**config.mk**
```make
export PLATFORM = sky130hd
export DESIGN_NAME = bps_power_status
export DESIGN_NICKNAME = d
export VERILOG_FILES = /design/src/bps_pkg.sv /design/src/bps_power_status.sv
export SDC_FILE = /design/constraint.sdc
export NUM_CORES = 1
export LEC_CHECK = 0
export ABC_CLOCK_PERIOD_IN_PS = 2300
export BUFFER_PORTS_ARGS = -buffer_cell sky130_fd_sc_hd__buf_2
export CORE_AREA = 2 2 114 116
export CTS_CLUSTER_DIAMETER = 50
export DETAILED_ROUTE_END_ITERATION = 7
export DIE_AREA = 0 0 116 118
export GPL_ROUTABILITY_DRIVEN = 0
export PLACE_DENSITY = 0.75
export SLEW_MARGIN = 20
export SYNTH_ARGS = -nofsm -noshare
export SYNTH_HDL_FRONTEND = slang
export SYNTH_SLANG_ARGS = --single-unit
```
**constraint.sdc**
```tcl
create_clock -name clk -period 2.3 [get_ports clk]
set_input_delay 0.23 -clock clk [delete_from_list [all_inputs] [get_ports clk]]
set_output_delay 0.23 -clock clk [all_outputs]
set_load 0.02 [all_outputs]
```
**src/bps_pkg.sv**
```systemverilog
// package: constants and carriers for the backup power status block
package bps_pkg;

  // widths
  localparam int STAMP_W = 40;  // five bytes: sec, min, hour, date, month/year
  localparam int ADDR_W  = 4;
  localparam int DATA_W  = 8;

  // register offsets (byte wide)
  localparam logic [3:0] REG_STATUS = 4'h0;
  localparam logic [3:0] REG_MASK   = 4'h1;
  localparam logic [3:0] REG_CTRL   = 4'h2;
  localparam logic [3:0] REG_COMP   = 4'h3;
  localparam logic [3:0] REG_BATCFG = 4'h4;
  localparam logic [3:0] REG_MODE   = 4'h5;
  localparam logic [3:0] REG_V2B0   = 4'h6;  // five bytes 6..a
  localparam logic [3:0] REG_B2V0   = 4'hb;  // five bytes b..f

  // status bit positions
  localparam int ST_TPF   = 0;
  localparam int ST_BAT2  = 1;
  localparam int ST_BAT1  = 2;
  localparam int ST_VLOW  = 3;
  localparam int ST_TOBAK = 4;
  localparam int ST_TOMAIN = 5;
  localparam int N_EVT    = 6;

  // control bit positions
  localparam int CT_STAMP_CLR = 0;  // stamp_clear, self clearing
  localparam int CT_SCLEN = 1;  // serial pins enable in backup; not read by the logic, serial port is always off in backup
  localparam int CT_IOEN  = 2;  // other io enable in backup
  localparam int CP_TEMP_SENSE = 7;  // temp_sense_enable
  localparam int CP_BAK_TEMP   = 6;  // backup_temp_sense_enable

  // reset values
  localparam logic [7:0] RST_CTRL   = 8'h04;
  localparam logic [7:0] RST_COMP   = 8'h00;
  localparam logic [7:0] RST_BATCFG = 8'h00;
  localparam logic [7:0] RST_MASK   = 8'h00;

  // comparator samples needed before a mode change
  localparam logic [1:0] STABLE_N = 2'h2;

  typedef enum logic [1:0] {
    BPS_MAIN   = 2'b00,
    BPS_TOBAK  = 2'b01,
    BPS_BACKUP = 2'b11,
    BPS_TOMAIN = 2'b10
  } bps_mode_e;

  typedef struct packed {
    logic below_bat_hys;  // main < backup - hysteresis
    logic below_trip;     // main < trip level
    logic above_bat_hys;  // main > backup + hysteresis
    logic above_trip_hys; // main > trip + hysteresis
    logic main_low;       // brownout comparator
    logic bat_below_hi;   // battery under upper threshold
    logic bat_below_lo;   // battery under lower threshold
  } bps_cmp_s;

  typedef struct packed {
    bps_mode_e               mode;
    bps_cmp_s                cmp_a;
    bps_cmp_s                cmp_b;
    logic [1:0]              stable;
    logic [N_EVT-1:0]        status;
    logic [N_EVT-1:0]        mask;
    logic [7:0]              ctrl;
    logic [7:0]              comp;
    logic [7:0]              batcfg;
    logic [STAMP_W-1:0]      v2b;
    logic [STAMP_W-1:0]      b2v;
    logic                    v2b_held;
    logic [DATA_W-1:0]       rdata;
    logic                    irq;
    logic                    serial_en;
    logic                    io_en;
    logic                    temp_run;
    logic                    bat_meas;
  } bps_state_s;

endpackage

```
**src/bps_power_status.sv**
```systemverilog
// backup power switchover, stamps and supply status flags
//
// Design decisions made here: the strobed register port and the address map.
`timescale 1ns/1ps
// Overview of operation
// - enter backup only when main below backup minus hysteresis and below trip.
// - return to main when either upper comparator condition holds.
// - serial host interface disabled and ignored while in backup mode.
// - other io stays active in backup unless control bit disables it.
// - copy time and date into return stamp on each return, into entry stamp on an entry while not held.
// - entry stamp keeps earliest event, return stamp keeps most recent.
// - entry stamp held until software sets stamp_clear, which clears both stamps.
// - temperature compensation runs in backup only when backup enable bit set.
// - flag total power failure when powering up after losing all supplies.
// - brownout comparator against selected level sets main_supply_low_flag.
// - brownout alone never disables the serial interface.
// - first battery flag between thresholds; both flags below lower threshold.
// - battery monitor frozen during backup mode.
module bps_power_status (
  // clock and reset
  input  wire logic                       clk,
  input  wire logic                       rst,
  // timebase tick and current time
  input  wire logic                       tick,
  input  wire logic [bps_pkg::STAMP_W-1:0] time_now,
  // comparators and power-up info
  input  wire bps_pkg::bps_cmp_s          cmp_in,
  input  wire logic                       all_power_lost,
  // register port
  input  wire logic [bps_pkg::ADDR_W-1:0] addr,
  input  wire logic [bps_pkg::DATA_W-1:0] wdata,
  input  wire logic                       wr,
  input  wire logic                       rd,
  output logic      [bps_pkg::DATA_W-1:0] rdata,
  // status outputs
  output logic                            irq,
  output logic                            backup_mode,
  output logic                            serial_en,
  output logic                            io_en,
  output logic                            temp_run,
  output logic                            bat_meas,
  output logic      [2:0]                 brownout_level
);

  bps_pkg::bps_state_s s_r;
  bps_pkg::bps_state_s s_nxt;
  logic [bps_pkg::N_EVT-1:0] evt;
  logic want_bak;
  logic want_main;
  logic in_bak;
  logic bus_ok;
  logic [bps_pkg::DATA_W-1:0] rd_mux;

  ////////////////////////////////////////////////////////////////////////////
  always_comb begin
    s_nxt     = s_r;
    evt       = '0;
    rd_mux    = '0;
    in_bak    = (s_r.mode == bps_pkg::BPS_BACKUP) || (s_r.mode == bps_pkg::BPS_TOBAK);
    bus_ok    = !in_bak;
    want_bak  = s_r.cmp_b.below_bat_hys && s_r.cmp_b.below_trip;
    want_main = s_r.cmp_b.above_bat_hys || s_r.cmp_b.above_trip_hys;
    // two stage sampling on each timebase tick
    if (tick) begin
      s_nxt.cmp_a = cmp_in;
      s_nxt.cmp_b = s_r.cmp_a;
    end
    // count stable samples of the wanted change
    if (tick) begin
      if ((s_r.mode == bps_pkg::BPS_MAIN && want_bak) ||
          (s_r.mode == bps_pkg::BPS_BACKUP && want_main)) begin
        if (s_r.stable != bps_pkg::STABLE_N)
          s_nxt.stable = s_r.stable + 2'h1;
      end else begin
        s_nxt.stable = '0;
      end
    end
    // clear before the mode logic so a stamp taken in the same cycle wins
    s_nxt.ctrl[bps_pkg::CT_STAMP_CLR] = 1'b0;
    if (s_r.ctrl[bps_pkg::CT_STAMP_CLR]) begin
      s_nxt.v2b      = '0;
      s_nxt.b2v      = '0;
      s_nxt.v2b_held = 1'b0;
    end
    case (s_r.mode)
      bps_pkg::BPS_MAIN: begin
        if (tick && want_bak && s_r.stable == bps_pkg::STABLE_N) begin
          s_nxt.mode = bps_pkg::BPS_TOBAK;
        end
      end
      bps_pkg::BPS_TOBAK: begin
        // only the first entry is kept until cleared
        if (!s_r.v2b_held) begin
          s_nxt.v2b      = time_now;
          s_nxt.v2b_held = 1'b1;
        end
        evt[bps_pkg::ST_TOBAK] = 1'b1;
        s_nxt.mode   = bps_pkg::BPS_BACKUP;
        s_nxt.stable = '0;
      end
      bps_pkg::BPS_BACKUP: begin
        if (tick && want_main && s_r.stable == bps_pkg::STABLE_N) begin
          s_nxt.mode = bps_pkg::BPS_TOMAIN;
        end
      end
      bps_pkg::BPS_TOMAIN: begin
        s_nxt.b2v = time_now;
        evt[bps_pkg::ST_TOMAIN] = 1'b1;
        s_nxt.mode   = bps_pkg::BPS_MAIN;
        s_nxt.stable = '0;
      end
      default: begin
        s_nxt.mode = bps_pkg::BPS_MAIN;
      end
    endcase
    // supply monitors
    evt[bps_pkg::ST_TPF]  = all_power_lost;
    evt[bps_pkg::ST_VLOW] = s_r.cmp_b.main_low;
    // battery monitor only sampled on a host requested measurement in main mode
    if (s_r.bat_meas && !in_bak) begin
      evt[bps_pkg::ST_BAT1] = s_r.cmp_b.bat_below_hi || s_r.cmp_b.bat_below_lo;
      evt[bps_pkg::ST_BAT2] = s_r.cmp_b.bat_below_lo;
    end
    s_nxt.bat_meas = s_r.comp[bps_pkg::CP_TEMP_SENSE] && !in_bak;
    // register writes, bus ignored in backup
    if (wr && bus_ok) begin
      case (addr)
        bps_pkg::REG_STATUS: s_nxt.status = s_r.status & ~wdata[bps_pkg::N_EVT-1:0];
        bps_pkg::REG_MASK:   s_nxt.mask   = wdata[bps_pkg::N_EVT-1:0];
        bps_pkg::REG_CTRL:   s_nxt.ctrl   = wdata;
        bps_pkg::REG_COMP:   s_nxt.comp   = wdata;
        bps_pkg::REG_BATCFG: s_nxt.batcfg = wdata;
        default: begin
        end
      endcase
    end
    // set wins over clear
    s_nxt.status = s_nxt.status | evt;
    // register reads
    case (addr)
      bps_pkg::REG_STATUS: rd_mux = {2'h0, s_r.status};
      bps_pkg::REG_MASK:   rd_mux = {2'h0, s_r.mask};
      bps_pkg::REG_CTRL:   rd_mux = s_r.ctrl;
      bps_pkg::REG_COMP:   rd_mux = s_r.comp;
      bps_pkg::REG_BATCFG: rd_mux = s_r.batcfg;
      bps_pkg::REG_MODE:   rd_mux = {6'h00, s_r.mode};
      4'h6:  rd_mux = s_r.v2b[7:0];
      4'h7:  rd_mux = s_r.v2b[15:8];
      4'h8:  rd_mux = s_r.v2b[23:16];
      4'h9:  rd_mux = s_r.v2b[31:24];
      4'ha:  rd_mux = s_r.v2b[39:32];
      4'hb:  rd_mux = s_r.b2v[7:0];
      4'hc:  rd_mux = s_r.b2v[15:8];
      4'hd:  rd_mux = s_r.b2v[23:16];
      4'he:  rd_mux = s_r.b2v[31:24];
      4'hf:  rd_mux = s_r.b2v[39:32];
      default: rd_mux = '0;
    endcase
    s_nxt.rdata = (rd && bus_ok) ? rd_mux : '0;
    s_nxt.irq   = |(s_nxt.status & s_nxt.mask);
    // outputs that depend on the next mode
    s_nxt.serial_en = (s_nxt.mode == bps_pkg::BPS_MAIN) ||
                      (s_nxt.mode == bps_pkg::BPS_TOMAIN);
    s_nxt.io_en     = !((s_nxt.mode == bps_pkg::BPS_BACKUP) &&
                        !s_nxt.ctrl[bps_pkg::CT_IOEN]);
    s_nxt.temp_run  = s_nxt.comp[bps_pkg::CP_TEMP_SENSE] &&
                      (s_nxt.serial_en || s_nxt.comp[bps_pkg::CP_BAK_TEMP]);
  end

  ////////////////////////////////////////////////////////////////////////////
  always_ff @(posedge clk) begin
    if (rst) begin
      s_r           <= '0;
      s_r.mode      <= bps_pkg::BPS_MAIN;
      s_r.ctrl      <= bps_pkg::RST_CTRL;
      s_r.comp      <= bps_pkg::RST_COMP;
      s_r.batcfg    <= bps_pkg::RST_BATCFG;
      s_r.mask      <= bps_pkg::RST_MASK[bps_pkg::N_EVT-1:0];
      s_r.serial_en <= 1'b1;
      s_r.io_en     <= 1'b1;
    end else begin
      s_r <= s_nxt;
    end
  end

  ////////////////////////////////////////////////////////////////////////////
  assign rdata          = s_r.rdata;
  assign irq            = s_r.irq;
  assign backup_mode    = s_r.mode[0];
  assign serial_en      = s_r.serial_en;
  assign io_en          = s_r.io_en;
  assign temp_run       = s_r.temp_run;
  assign bat_meas       = s_r.bat_meas;
  assign brownout_level = s_r.batcfg[2:0];

endmodule

```
## Yosys cells after proc, flatten, opt, wreduce, memory -nomap -nowiden

Index checks and enable logic that the tools add are counted.

| cells by class | value |
|---|---|
| add/subtract/negate cells | 1 |
| eq/ne operators | 23 |
| muxes and demuxes | 21 |
| bitwise operators | 7 |
| reduce and logical (&&, ||, !) cells | 34 |

Operators by type and width:

| kind | count |
|---|---|
| 8-bit one-hot mux with 16 select lines | 1 |
| 40-bit two-way mux | 3 |
| 81-bit two-way mux | 1 |
| 36-bit two-way mux | 1 |
| 4-bit == test (second input constant) | 8 |
| 8-bit two-way mux | 3 |
| 4-bit by 3-bit == test with 1-bit output (second input constant) | 4 |
| 1-bit logical AND | 13 |
| 6-bit AND | 2 |
| 6-bit two-way mux | 2 |
| 2-bit == test (second input constant) | 5 |
| 2-bit two-way mux | 5 |
| 4-bit by 2-bit == test with 1-bit output (second input constant) | 2 |
| 2-bit one-hot mux with 4 select lines | 1 |
| 2-bit AND reduction | 4 |
| 1-bit logical OR | 6 |
| 6-bit inverter | 1 |
| 6-bit OR | 1 |
| 3-bit OR reduction | 2 |
| 6-bit OR reduction | 1 |
| 4-bit by 1-bit == test with 1-bit output (second input constant) | 1 |
| 2-bit logical NOT | 2 |
| 4-bit logical NOT | 1 |
| 1-bit two-way mux | 4 |
| other kinds (8) | 12 |

| word-level totals | value |
|---|---|
| register bits | 148 |
| input port bits | 65 |
| output and inout bits | 17 |
| word-level logic and storage cells | 119 |

## Logic depth before layout (Yosys ltp)

| logic depth | value |
|---|---|
| depth in word-level cells | 9 |
| gate-level depth with buffers | 8 |

## Least setup slack after synthesis

No wires, ideal clock.

| timing path | value |
|---|---|
| path type | flip-flop to flip-flop |
| from | register s_r (netlist bit backup_mode) |
| to | register s_r[55] (netlist bit) |
| setup time | 128 ps |
| data arrival time | 1558 ps |
| data required time | 2172 ps |
| setup slack | 615 ps |
| stages on the path, launching flop included | 8 |
| clock period less this slack | 1685 ps |
| path through | dfxtp_1 buf_2 nand2b_1 nor2_1 clkbuf_1 nor3b_1 a21oi_1 nor2_1 |

| on the way | value |
|---|---|
| longest elaborated chain between the ends | 2 |

RTL lines:

| element | RTL line | text |
|---|---|---|
| start: declaration | bps_power_status.sv:45 | `bps_pkg::bps_state_s s_r;` |
| start signal: assignment | bps_power_status.sv:182 | `s_r <= s_nxt;` |
| 2-bit by 1-bit == test with 1-bit output | bps_power_status.sv:85 | `case (s_r.mode)` |
| 40-bit two-way mux | bps_power_status.sv:85 |  |

Every way passes these cells.
A chain may end at the register's enable or synchronous reset.

## Worst setup path after layout

| timing path | value |
|---|---|
| from | register s_r (netlist bit backup_mode) |
| to | register s_r (netlist bit irq) |

| on the way | value |
|---|---|
| longest elaborated chain between the ends | 8 |

RTL lines:

| element | RTL line | text |
|---|---|---|
| 2-bit == test / 2-bit by 1-bit == test with 1-bit output (equally long branches) | bps_power_status.sv:59, bps_power_status.sv:85 |  |
| 1-bit logical OR | bps_power_status.sv:59 | `in_bak = (s_r.mode == bps_pkg::BPS_BACKUP) \|\| (s_r.mode == bps_pkg::BPS_TOBAK);` |
| 1-bit logical NOT | bps_power_status.sv:60, bps_power_status.sv:120 |  |
| 1-bit logical AND, on equally long branches | bps_power_status.sv:126, bps_power_status.sv:120 |  |
| 36-bit two-way mux / 2-bit two-way mux (equally long branches) | bps_power_status.sv:126, bps_power_status.sv:120 |  |
| 6-bit OR | bps_power_status.sv:138 | `s_nxt.status = s_nxt.status \| evt;` |
| 6-bit AND * | bps_power_status.sv:160 | `s_nxt.irq = \|(s_nxt.status & s_nxt.mask);` |
| 6-bit OR reduction * | bps_power_status.sv:160 |  |

Mark *: on every way between the ends. The rest lies on a longest branch, timed or not.

==> implementation parameters <==
Parameter                              Value

Power and ir drop
  P_leak ... 0.00319 uW
  Net switching fraction of the power ... 0.215
  Switching Power ... 1280 uW
  Proportion of power drawn by the clock network ... 0.505
  Gate power share ... 0.057
  Maximum VDD drop ... 409 uV
  Internal power component ... 4670 uW
  Fraction of power consumed by sequential logic ... 0.438
  Power per unit of standard cell area ... 760 mW/mm^2

Cells and area
  Final antenna diode count ... 0
  Ratio of cells with drive above 1 in the final layout ... 0.195
  Number of nets at the end of the flow ... 882
  P&R area growth vs syn ... 16.0%

Placement
  Pre-CTS worst setup slack ... 0.210 ns
  Input/output buffers ... between 80 and 90
  HPWL after DPL ... 13.3 mm

Timing
  Number of pins with negative max-slew slack in the final report ... 0
  Final TNS setup ... 0 ns
  Final setup slack of the worst path ... 0.388 ns
  Maximum achievable frequency ... approximately 0.52 GHz
  Final Hold Slack ... 0.0409 ns
  Worst slew slack as a fraction of its limit ... 0.587
  Final Skew ... 0.00537 ns
  Worst-Margin Slew ... 0.620 ns
  Time the final worst path needs with I/O delays and setup ... 1.91 ns
  Hold violation count in the final report ... 0
  Unrepaired setup endpoints after global routing ... false
  Share of the cycle needed by the critical path after routing ... 0.831
  Final count of negative-setup-slack endpoints ... 0

Worst setup path
  Data required time at the worst endpoint ... around 2.6 ns
  Worst flop-to-flop path startpoint ... backup_mode$_SDFF_PP0_
  Nature of the critical path endpoint ... flop
  Register-to-Register Setup Slack ... 0.39 ns
  Critical path class ... flop to flop
  Largest fanout on the critical path ... 7
  Startpoint type of the worst setup path ... flop
  Crit. Startpoint ... backup_mode$_SDFF_PP0_
  Arrival time reported for the critical path endpoint ... 2.25 ns

Floorplanning
  Total number of placement rows ... 41
  Core region area ... 0.0124 mm^2
  Die outline width ... 116 um
  Effective utilization at floorplan ... 0.543
  Total die area ... between 0.01 and 0.015 mm^2
  Height of the chip ... 118 um
  Total I/O pin count ... 82

Synth
  Synth Register Bits ... 148
  Area share of the largest cell type after synthesis ... 0.439
  Asr flop ratio synth ... 0
  Count of different cell masters after synthesis ... 64
  Post-synthesis cell area ... 0.00674 mm^2
  Largest cells by area after synthesis ... dfxtp_1, nor3b_1, nor2_1
  Number of warnings issued by yosys ... 0
  Mapped Avg Cell Area ... 8.73 um^2
  Post-synthesis cell type with the largest combined area ... dfxtp_1
  Part of the Yosys area used for sequential elements ... 0.439
  Main synth FF type ... dfxtp_1
  Number of cells produced by synthesis ... 772
  Number of synthesized flops with an enable pin ... 0
  Net count of the mapped netlist ... 838

GRT
  Total routing usage reported by global routing ... 0.288
  Largest net degree at the start of global routing ... 85
  Vias in the first global route ... 5770
  Overflow left after global routing ... 0
  Global-route wire length before repair ... a little over 30 mm
  Antenna violations before repair ... 1
  Met2 Usage GRT ... 0.446
  Busiest metal layer after global routing ... met2
  Global-route met3 utilization ... 0.0700
  Met1 layer usage reported by global route ... 0.379

Clock network
  Number of cells upsized or downsized after cts ... 0
  Hold-fix buffers at CTS ... 0
  H-tree levels ... 4
  Buffer type at the clock tree root ... clkbuf_16
  Later-pin clock latency in the skew report ... 0.42 ns
  Clock Tree Buf Depth ... 2
  Clock transition at the registers of the reported paths ... 0.06 ns
  Clock tree from TritonCTS ... built
  Total setup buffers inserted after CTS ... 0
  Clk sink count ... around 150
  Total CTS buffers ... 17

Detailed routing
  Remaining DRCs ... 0
  Detailed-routing iteration count for the pre-antenna-repair pass ... 7
  Final routed wire length divided by cell count ... 19.2 um
  Detail-routed via count per cell ... 5.98
  Final wirelength ... 19.2 mm
  DRT iter0 DRCs ... 706
  Post-detailed-route count of antenna-violating nets ... 0
  Total vias in the final route ... 5989

Hold path
  Path category of the worst min-delay check ... input pin to flop
  Source of the worst hold timing path ... cmp_in[3]

Outcome
  Outcome ... finished, final reports clean

Flow run
  Max-cap check violation count ... 0
==> power by group through the flow <==
stage | clock, uW | combinational, uW | sequential [uW]
after floorplan | 0 | 203 | 2650
after global placement | 0 | 316 | 2660
after detailed placement | 0 | 326 | 2660
after CTS | 3020 | 329 | 2600
after global routing | 3150 | 359 | 2600
final | 3000 | 336 | 2600
==> Yosys cell counts (all sizes together), types with 2 or more instances <==
cell type,number
inv,13
nor4,3
nor3,6
a32o,8
mux4,2
o21ai,17
mux2,9
o22ai,3
mux2i,47
a32oi,3
o22a,2
nor2,140
nand3,12
a221oi,9
a31oi,3
a311o,2
nor4b,2
nor3b,81
buf,39
nor2b,11
and3,6
o21a,3
dfxtp,148
a22oi,8
nand2,21
or2,4
a221o,4
a31o,3
a21oi,102
a222oi,3
a21boi,2
and2,2
clkbuf,37
==> kinds of logic after synthesis <==
family	after synthesis	synth area share
multiplexers	58	0.0915
buffers and inverters	90	0.0649
AND/OR/NAND/NOR	292	0.230
adder cells (fa/ha/maj)	1	0.00186
AO/OA/AOI/OAI	183	0.172
flip-flops	148	0.439
==> metrics by stage <==
| stage | power (uW) | util | cells | cell area [um^2] |
|---|---|---|---|---|
| after CTS | 5950 | 0.630 | 1001 | 7820 |
| after detailed placement | 2980 | 0.578 | 969 | 7170 |
| after floorplan | 2860 | - | 772 | 6740 |
| after global placement | 2970 | 0.578 | 969 | 7170 |
| final | 5940 | 0.630 | 1001 | 7820 |
| after global routing | 6110 | 0.630 | 1001 | 7820 |
==> flip-flops by register name, summed over array words and instances, names as in the netlist <==
signal          count
s_r               130
rdata               8
brownout_level      3
backup_mode         1
bat_meas            1
evt                 1
io_en               1
irq                 1
serial_en           1
temp_run            1
==> per-layer routing <==
layer / wire (um) / vias to the layer above
li1: - / 2817
met1: 7980 / 2834
met2: 8880 / 280
met3: 1640 / 56
met4: 711 / 2
met5: 11 / -
==> cell type report <==
type                       count  area (um^2)
fill                        1077         4590
multi-input combinational    534         3360
sequential                   148         2960
timing repair buffer         101          583
clock buffer                  25          505
tap                          172          215
clock inverter                 7          143
inverter                      14         52.6
==> final timing paths <==
kind | endpoint | cells past startpoint
min reg2reg | s_r[143]$_SDFFE_PP0P_ | 2
max | irq$_SDFF_PP0_ | 6
min | s_r[142]$_SDFFE_PP0P_ | 3
max reg2reg | irq$_SDFF_PP0_ | 6
==> critical path, stage by stage, from the launching register on <==
cell and delay [ns]:
dfxtp_1 0.48, buf_4 0.22, inv_1 0.12, nor2_1 0.32, nor2_1 0.12, a311o_1 0.34
a41oi_1 0.21
==> cell usage in the layout (no fill, tap or decap), types with 3 or more instances in the layout <==
cell        netlist  routed
nor2b_1           9       8
nor3b_1          81      81
mux2_2            8       8
o22ai_1           3       3
a31o_2            3       3
clkinvlp_4        0       3
a22oi_1           8       8
nand3_1           9       9
nor2_1          137     136
clkbuf_16         0      17
nor3_1            6       6
inv_1            12      12
or2_2             3       3
nand2_1          21      21
mux2i_1          47      47
nand3_2           3       3
a21oi_1         102     102
buf_2            14      80
o21ai_0          17      17
a32oi_1           3       3
and3_1            6       6
a32o_1            8       8
a31oi_1           3       3
a222oi_1          3       3
dfxtp_1         148     147
clkbuf_8          0       5
o21a_1            3       3
a221oi_1          7       7
a221o_1           4       4
bufinv_16         0       4
clkbuf_1         37       3
buf_4            14      19
(Power assumes the default switching activity.)
